$ cat src/hw/nvsq_consts.svh
`ifndef NVSQ_CONSTS_SVH
`define NVSQ_CONSTS_SVH

`define NVSQ_SEQ_ADDR0        14'h0E38
`define NVSQ_SEQ_ADDR1        14'h31C7
`define NVSQ_SEQ_ADDR2        14'h03E0
`define NVSQ_SEQ_ADDR3        14'h3C1F
`define NVSQ_SEQ_ADDR4        14'h303F
`define NVSQ_STORE_ADDR       14'h0FC0
`define NVSQ_RECALL_ADDR      14'h0C63
`define NVSQ_MATCH_BITS       14
`define NVSQ_ACC_CYCLES       8
`define NVSQ_STORE_DUR_NS     10000000
`define NVSQ_RECALL_DUR_NS    20000
`define NVSQ_PUP_RECALL_NS    20000000
`define NVSQ_CLK_NS           10
`define NVSQ_STORE_CYC        ((`NVSQ_STORE_DUR_NS + `NVSQ_CLK_NS - 1) / `NVSQ_CLK_NS)
`define NVSQ_RECALL_CYC       ((`NVSQ_RECALL_DUR_NS + `NVSQ_CLK_NS - 1) / `NVSQ_CLK_NS)
`define NVSQ_PUP_RECALL_CYC   ((`NVSQ_PUP_RECALL_NS + `NVSQ_CLK_NS - 1) / `NVSQ_CLK_NS)

`endif

$ cat src/hw/nvsq_pkg.sv
package nvsq_pkg;
  typedef enum logic [6:0] {
    NVSQ_IDLE   = 7'h01,
    NVSQ_PUP    = 7'h02,
    NVSQ_SETUP  = 7'h04,
    NVSQ_STROBE = 7'h08,
    NVSQ_GAP    = 7'h10,
    NVSQ_WAIT   = 7'h20,
    NVSQ_DONE   = 7'h40
  } nvsq_state_t;

  typedef enum logic [1:0] {
    NVSQ_OP_READ   = 2'h0,
    NVSQ_OP_WRITE  = 2'h1,
    NVSQ_OP_STORE  = 2'h2,
    NVSQ_OP_RECALL = 2'h3
  } nvsq_op_t;
endpackage

$ cat src/hw/nvsq_host.sv
// Behaviour
// store starts only after six chip-select framed reads in exact order
// steps one to three read 0x0E38, 0x31C7, 0x03E0
// steps four and five read 0x3C1F then 0x303F
// sixth read of 0x0FC0 starts a nonvolatile store
// sixth read of 0x0C63 starts a nonvolatile recall
// any other access between steps aborts the sequence
// store erases old nonvolatile data then programs from memory
// device ignores accesses until the store has finished
// host holds write strobe high during all six sequence reads
// sequence steps count with or without output gate low
// after store duration normal reads and writes resume
// recall clears array, copies nonvolatile data, then accesses resume
// recall leaves nonvolatile data intact; unlimited recalls allowed
// device latches recall at power-up, runs it above switch threshold
// host keeps write strobe and chip select high during power-up recall
// below switch threshold stores and writes are ignored
// only lower fourteen address bits take part in matching
// each sequence read still returns the addressed byte
// chip select and write strobe both low make a write
// after abort the detector expects step one again
`include "nvsq_consts.svh"

module nvsq_host
  import nvsq_pkg::*;
#(
  parameter int unsigned ACC_CYCLES     = `NVSQ_ACC_CYCLES,
  parameter int unsigned STORE_CYC      = `NVSQ_STORE_CYC,
  parameter int unsigned RECALL_CYC     = `NVSQ_RECALL_CYC,
  parameter int unsigned PUP_RECALL_CYC = `NVSQ_PUP_RECALL_CYC
) (
  input  wire logic        mclk_i,
  input  wire logic        rstn_i,
  input  wire logic        req_valid_i,
  input  wire logic [1:0]  req_op_i,
  input  wire logic [14:0] req_addr_i,
  input  wire logic [7:0]  req_wdata_i,
  input  wire logic        req_oe_i,
  input  wire logic        supply_ok_i,
  input  wire logic [7:0]  data_lines_i,
  output logic             req_ready_o,
  output logic             rsp_valid_o,
  output logic [7:0]       rsp_rdata_o,
  output logic             busy_o,
  output logic [14:0]      address_lines_o,
  output logic [7:0]       data_lines_o,
  output logic             data_lines_oe_o,
  output logic             chip_sel_n_o,
  output logic             write_n_o,
  output logic             out_gate_n_o
);

  localparam int unsigned CW = 32;

  ////////////////////////////////////////////////////////////////////////////////
  // supply status sync: three stages, change counts when stages two and three agree
  logic [2:0] sup_sync_ff;
  logic       sup_ok_ff;
  wire        sup_agree = (sup_sync_ff[1] == sup_sync_ff[2]);

  always_ff @(posedge mclk_i or negedge rstn_i) begin
    if (!rstn_i) begin
      sup_sync_ff <= 3'h0;
      sup_ok_ff   <= 1'b0;
    end else begin
      sup_sync_ff <= {sup_sync_ff[1:0], supply_ok_i};
      if (sup_agree) begin
        sup_ok_ff <= sup_sync_ff[2];
      end
    end
  end

  // data pins pass three stages too; the byte stands the whole strobe, so the
  // only cost is latency: keep ACC_CYCLES at four or more or the capture sees old data
  logic [7:0] dq_s0_ff, dq_s1_ff, dq_s2_ff;
  wire        dq_agree = (dq_s1_ff == dq_s2_ff);

  always_ff @(posedge mclk_i or negedge rstn_i) begin
    if (!rstn_i) begin
      dq_s0_ff <= 8'h00;
      dq_s1_ff <= 8'h00;
      dq_s2_ff <= 8'h00;
    end else begin
      dq_s0_ff <= data_lines_i;
      dq_s1_ff <= dq_s0_ff;
      dq_s2_ff <= dq_s1_ff;
    end
  end

  ////////////////////////////////////////////////////////////////////////////////
  // state and datapath registers
  nvsq_state_t state_ff, nxt_state;
  logic [CW-1:0] cnt_ff, nxt_cnt;
  logic [2:0]  step_ff, nxt_step;
  nvsq_op_t    op_ff, nxt_op;
  logic [14:0] addr_ff, nxt_addr;
  logic [7:0]  wdata_ff, nxt_wdata;
  logic        oe_ff, nxt_oe;
  logic        sup_seen_ff;
  logic        rsp_valid_ff, nxt_rsp_valid;
  logic [7:0]  rdata_ff, nxt_rdata;

  // the six sequence addresses, last depends on requested operation
  wire [13:0] seq_addr =
    (step_ff == 3'h0) ? `NVSQ_SEQ_ADDR0 :
    (step_ff == 3'h1) ? `NVSQ_SEQ_ADDR1 :
    (step_ff == 3'h2) ? `NVSQ_SEQ_ADDR2 :
    (step_ff == 3'h3) ? `NVSQ_SEQ_ADDR3 :
    (step_ff == 3'h4) ? `NVSQ_SEQ_ADDR4 :
    (op_ff == NVSQ_OP_STORE) ? `NVSQ_STORE_ADDR : `NVSQ_RECALL_ADDR;

  wire is_seq    = (op_ff == NVSQ_OP_STORE) || (op_ff == NVSQ_OP_RECALL);
  wire is_write  = (op_ff == NVSQ_OP_WRITE);
  wire last_step = (step_ff == 3'h5);
  // top address bit kept at zero during sequence reads; it plays no part in matching
  wire [14:0] drive_addr = is_seq ? {1'b0, seq_addr} : addr_ff;
  // store blocked below threshold, device would ignore it anyway
  wire op_blocked = !sup_ok_ff && ((req_op_i == NVSQ_OP_WRITE) ||
                                   (req_op_i == NVSQ_OP_STORE));
  wire cnt_zero = (cnt_ff == '0);
  wire [CW-1:0] nv_wait = (op_ff == NVSQ_OP_STORE) ? CW'(STORE_CYC)
                                                   : CW'(RECALL_CYC);

  always_comb begin
    nxt_state     = state_ff;
    nxt_cnt       = cnt_zero ? cnt_ff : cnt_ff - CW'(1);
    nxt_step      = step_ff;
    nxt_op        = op_ff;
    nxt_addr      = addr_ff;
    nxt_wdata     = wdata_ff;
    nxt_oe        = oe_ff;
    nxt_rsp_valid = 1'b0;
    nxt_rdata     = rdata_ff;
    case (state_ff)
      NVSQ_PUP: begin
        // hold bus idle through the automatic recall after supply comes up
        if (sup_ok_ff && !sup_seen_ff) begin
          nxt_cnt = CW'(PUP_RECALL_CYC);
        end else if (sup_ok_ff && cnt_zero) begin
          nxt_state = NVSQ_IDLE;
        end
      end
      NVSQ_IDLE: begin
        if (!sup_ok_ff) begin
          nxt_state = NVSQ_PUP;
        end else if (req_valid_i && !op_blocked) begin
          nxt_op    = nvsq_op_t'(req_op_i);
          nxt_addr  = req_addr_i;
          nxt_wdata = req_wdata_i;
          nxt_oe    = req_oe_i;
          nxt_step  = 3'h0;
          nxt_state = NVSQ_SETUP;
        end else if (req_valid_i) begin
          nxt_rsp_valid = 1'b1;
        end
      end
      NVSQ_SETUP: begin
        nxt_cnt   = CW'(ACC_CYCLES);
        nxt_state = NVSQ_STROBE;
      end
      NVSQ_STROBE: begin
        if (cnt_zero) begin
          nxt_rdata = dq_agree ? dq_s2_ff : rdata_ff;
          nxt_state = NVSQ_GAP;
        end
      end
      NVSQ_GAP: begin
        // steps go back to back with nothing else between them
        if (is_seq && !last_step) begin
          nxt_step  = step_ff + 3'h1;
          nxt_state = NVSQ_SETUP;
        end else if (is_seq) begin
          nxt_cnt   = nv_wait;
          nxt_state = NVSQ_WAIT;
        end else begin
          nxt_state = NVSQ_DONE;
        end
      end
      NVSQ_WAIT: begin
        if (cnt_zero) begin
          nxt_state = NVSQ_DONE;
        end
      end
      NVSQ_DONE: begin
        nxt_rsp_valid = 1'b1;
        nxt_state     = NVSQ_IDLE;
      end
      default: nxt_state = NVSQ_PUP;
    endcase
  end

  wire in_strobe = (state_ff == NVSQ_STROBE);

  always_ff @(posedge mclk_i or negedge rstn_i) begin
    if (!rstn_i) begin
      state_ff     <= NVSQ_PUP;
      cnt_ff       <= '0;
      step_ff      <= 3'h0;
      op_ff        <= NVSQ_OP_READ;
      addr_ff      <= 15'h0000;
      wdata_ff     <= 8'h00;
      oe_ff        <= 1'b0;
      sup_seen_ff  <= 1'b0;
      rsp_valid_ff <= 1'b0;
      rdata_ff     <= 8'h00;
    end else begin
      state_ff     <= nxt_state;
      cnt_ff       <= nxt_cnt;
      step_ff      <= nxt_step;
      op_ff        <= nxt_op;
      addr_ff      <= nxt_addr;
      wdata_ff     <= nxt_wdata;
      oe_ff        <= nxt_oe;
      sup_seen_ff  <= sup_ok_ff;
      rsp_valid_ff <= nxt_rsp_valid;
      rdata_ff     <= nxt_rdata;
    end
  end

  ////////////////////////////////////////////////////////////////////////////////
  // pins registered; address set a cycle before chip select falls
  // write strobe and data outlast chip select by a cycle so the write ends on
  // chip select with data still held, never racing the strobe edge
  wire strobe_live = (nxt_state == NVSQ_STROBE) && in_strobe;
  wire strobe_tail = (nxt_state == NVSQ_STROBE) || in_strobe;
  wire nxt_cs_n    = !strobe_live;
  wire nxt_we_n    = !(strobe_tail && is_write && sup_ok_ff);
  wire nxt_oe_n    = !(strobe_live && !is_write && oe_ff);
  wire nxt_dq_oe   = strobe_tail && is_write;
  wire nxt_ready = (nxt_state == NVSQ_IDLE) && sup_ok_ff;
  wire nxt_busy  = (nxt_state == NVSQ_WAIT) || (nxt_state == NVSQ_PUP);

  logic [14:0] pin_addr_ff;
  logic        cs_n_ff, we_n_ff, oe_n_ff, dq_oe_ff, ready_ff, busy_ff;

  always_ff @(posedge mclk_i or negedge rstn_i) begin
    if (!rstn_i) begin
      pin_addr_ff <= 15'h0000;
      cs_n_ff     <= 1'b1;
      we_n_ff     <= 1'b1;
      oe_n_ff     <= 1'b1;
      dq_oe_ff    <= 1'b0;
      ready_ff    <= 1'b0;
      busy_ff     <= 1'b1;
    end else begin
      pin_addr_ff <= (in_strobe || state_ff == NVSQ_SETUP) ? drive_addr : pin_addr_ff;
      cs_n_ff     <= nxt_cs_n;
      we_n_ff     <= nxt_we_n;
      oe_n_ff     <= nxt_oe_n;
      dq_oe_ff    <= nxt_dq_oe;
      ready_ff    <= nxt_ready;
      busy_ff     <= nxt_busy;
    end
  end

  assign address_lines_o = pin_addr_ff;
  assign data_lines_o    = wdata_ff;
  assign data_lines_oe_o = dq_oe_ff;
  assign chip_sel_n_o    = cs_n_ff;
  assign write_n_o       = we_n_ff;
  assign out_gate_n_o    = oe_n_ff;
  assign req_ready_o     = ready_ff;
  assign rsp_valid_o     = rsp_valid_ff;
  assign rsp_rdata_o     = rdata_ff;
  assign busy_o          = busy_ff;

endmodule

$ cat config.mk
export PLATFORM = sky130hd
export DESIGN_NAME = nvsq_host
export DESIGN_NICKNAME = d
export VERILOG_FILES = /design/src/hw/nvsq_pkg.sv /design/src/hw/nvsq_host.sv
export VERILOG_INCLUDE_DIRS = /design/src /design/src/hw
export SDC_FILE = /design/constraint.sdc
export NUM_CORES = 1
export LEC_CHECK = 0
export BUFFER_PORTS_ARGS = -buffer_cell sky130_fd_sc_hd__buf_2
export CORE_UTILIZATION = 40
export DETAILED_ROUTE_END_ITERATION = 6
export SLEW_MARGIN = 25
export SYNTH_ARGS = -nofsm -noshare
export SYNTH_HDL_FRONTEND = slang
export SYNTH_SLANG_ARGS = --single-unit
$ cat constraint.sdc
create_clock -name mclk_i -period 3.6 [get_ports mclk_i]
set_input_delay 0.54 -clock mclk_i [delete_from_list [all_inputs] [get_ports mclk_i]]
set_output_delay 0.54 -clock mclk_i [all_outputs]
set_load 0.05 [all_outputs]
==> impl_results.md <==
- Fin. max-slew vios: 0
- Leakage: 3.264 nW
- Port bufs: 75
- Vias per cell: 5.453
- Warnings, synthesis: 0
- Drt wl/cell: 15.92 um
- Most instantiated library cell after synthesis: dfrtp_1
- Setup ws final: 512.2 ps
- Post-place setup slack: 489.5 ps
- Crit path max fanout: 8
- Sw Ratio: 0.2439
- Layout net count: 621
- Max H-tree Level: 4
- CTS Sinks: 127
- Main synth FF type: dfrtp_1
- R2R Setup Slk: 510 ps
- Die W: 121.3 um
- Reg2reg end: rsp_rdata_o[7]
- Syn Area/Cell: 11.36 um2
- Asr flop ratio synth: 1.000
- Sequential share of the synthesized area: 0.5593
- Final HPWL DP: 8186 um
- Max-Cap Viols: 0
- Worst vdd ir: 0.3783 mV
- Final period util: 0.8577
- Boundary pin count: 76
- Skew final: 6.181 ps
- # diodes: 0
- Hold-fix buffers at CTS: 0
- Initial antenna violation count: 0
- Launching point of the worst reg2reg path: cnt_ff[0]
- Largest net degree at the start of global routing: 57
- CP Cell Sequence: inv_1 -> ha_1 -> or4b_2 -> or4_1 -> nor3_2 -> and4_1 -> mux2_2
- Flop pwr share: 0.431
- Crit Path Class: reg -> reg
- Area Growth Syn to Fin: 20.84%
- Number of synthesized flops with an enable pin: 0
- Main area contributors after synthesis: dfrtp_1 54%, mux2_2 6.9%, or4_1 2.4%, dfstp_2 2.3%, nand2b_1 2.3%
- Final hold vios: 0
- Startpoint Class: register
- Crit. End Element: register
- Crit path DAT: 3390 ps
- GRT Resource Usage Total: 0.1829
- Clk pin slew, worst setup/hold paths: 60 ps
- Cell variety after synth: 62
- Die Area: 14710 um2
- Grt ovf: 0
- Clock Tree Root: clkbuf_16
- First-pass GRT wire length: 20960 um
- Total internal power: 0.002729 W
- Status: complete, no violations
- Drt first pass iters: 4
- Post-Route WL: 12260 um
- WP buf/inv: 1
- CTS tree: built
- Antenna violation net count after detailed routing: 0
- Number of global-route vias before repair: 4352
- Post_cts resized: 0
- Post-CTS Setup Repair Bufs: 0
- Yosys top cell by area: dfrtp_1
- Core area: 13880 um2
- Via count: 4199
- Drt initial violations: 218
- CP Data Required Time: 3900 ps
- RePlAce Congestion: 0.8870
- Mapped Area: 5693 um2
- Reg2Reg Depth: 7
- Critical-path top delay cell: or4b_2
- Combinational power share: 0.083
- Area share of the largest cell type after synthesis: 0.5363
- Worst-skew pair later-pin latency: 420 ps
- Slowest stage delay, CP: 660 ps
- Transition time of the tightest slew-check pin: 800.3 ps
- CTS buffer count: 17
- Synth cell count leaders: 122 x dfrtp_1, 35 x mux2_2, 23 x a21oi_1, 23 x nor2_1
- Synth Net Count: 545
- CTS max path bufs: 2
- P_sw: 0.0008805 W
- Initial core utilization: 0.4101
- RSZ-0062 raised after global routing: no
- Clock share of power: 0.485
- Crit. Startpoint: cnt_ff[0]
- Residual DRC count: 0
- Worst hold path type: in -> async
- Power density over the cells: 524.8 nW/um2
- Crit path time final: 3088 ps
- Die Y: 121.3 um
- Synth Instances: 501
- F_max: 323.9 MHz
- Floorplan row count: 43
- Tot Pwr: 0.003610 W
- Slew headroom: 0.4665
- Delay-heaviest family, CP: simple AND/OR/NAND/NOR gates
- Setup TNS: 0 ps
- Share of cells above drive strength 1: 0.2881
- Yosys reg bits: 127
- Count of final setup violators: 0
state kept, by name, summed over array words and instances (netlist names), 2 cells and up:
name,cells
addr_ff,15
address_lines_o,15
cnt_ff,32
data_lines_o,8
dq_s0_ff,8
dq_s1_ff,8
dq_s2_ff,8
op_ff,2
rsp_rdata_o,8
state_ff,7
step_ff,3
sup_sync_ff,3
placed cells by master (no fill, tap or decap), drive strengths merged, types with 12 or more instances in the layout:
| master | instances |
|---|---|
| clkbuf | 19 |
| buf | 85 |
| nand3 | 13 |
| or4 | 20 |
| dfrtp | 122 |
| nand2 | 21 |
| a21oi | 23 |
| a21o | 12 |
| mux2 | 35 |
| xor2 | 15 |
| inv | 12 |
| nand2b | 21 |
| o21ai | 22 |
| nor2 | 23 |
worst max path at each step:
| stage | to | slack (ps) | cells after the start |
|---|---|---|---|
| 6_report | rsp_rdata_o[7] | 510 | 7 |
| 3_5_place_dp | rsp_rdata_o[7] | 490 | 7 |
| 3_3_place_gp | rsp_rdata_o[1] | 590 | 7 |
| 4_1_cts | rsp_rdata_o[7] | 490 | 7 |
| 2_1_floorplan | rsp_rdata_o[0] | 820 | 8 |
| 5_1_grt | rsp_rdata_o[7] | 290 | 7 |
power groups by stage:
stage               Combinational [W]  Sequential (W)  Clock [W]
floorplan                    0.000215         0.00156          0
global placement             0.000292         0.00158          0
detailed placement           0.000298         0.00158          0
CTS                          0.000302         0.00156    0.00179
global route                 0.000337         0.00157    0.00186
finish                       0.000300         0.00156    0.00175
cells by family after synthesis:
logic type	after synthesis	share of synthesized area
simple gates	161	0.1653
compound gates	110	0.1281
buf+inv	40	0.03011
fa+ha+maj	7	0.01494
flops	127	0.5593
xor+xnor	18	0.02769
mux	38	0.07451
worst register-to-register path: stages (launching register included):
cell and delay (ps):
dfrtp_1 370, inv_1 90, ha_1 200, or4b_2 660, or4_1 520, nor3_2 300
and4_1 460, mux2_2 380
area by class of cell:
| cell class | instances | area (um2) |
|---|---|---|
| clock inverter | 13 | 166.4 |
| multi-input combinational | 334 | 2350 |
| fill | 1257 | 7002 |
| timing repair buffer | 85 | 465.4 |
| clock buffer | 19 | 442.9 |
| sequential | 127 | 3184 |
| tap | 180 | 225.2 |
| inverter | 12 | 45.04 |
layer usage:
layer,up-vias,wire length (um),track usage
met5,-,0,0
met4,0,227,0.07485
met3,20,595,0.05592
met2,100,5836,0.2940
met1,2091,5600,0.2278
li1,1988,-,-
through the flow:
step / utilization / instance area (um2) / hold WS [ps] / std cells
6_report: 0.4956 / 6879 / 120.7 / 770
3_3_place_gp: 0.4517 / 6270 / 331.6 / 738
4_1_cts: 0.4956 / 6879 / 135.2 / 770
3_5_place_dp: 0.4517 / 6270 / 335.7 / 738
2_1_floorplan: - / 5693 / 244.4 / 501
5_1_grt: 0.4956 / 6879 / 156.7 / 770
(Power assumes the default switching activity.)
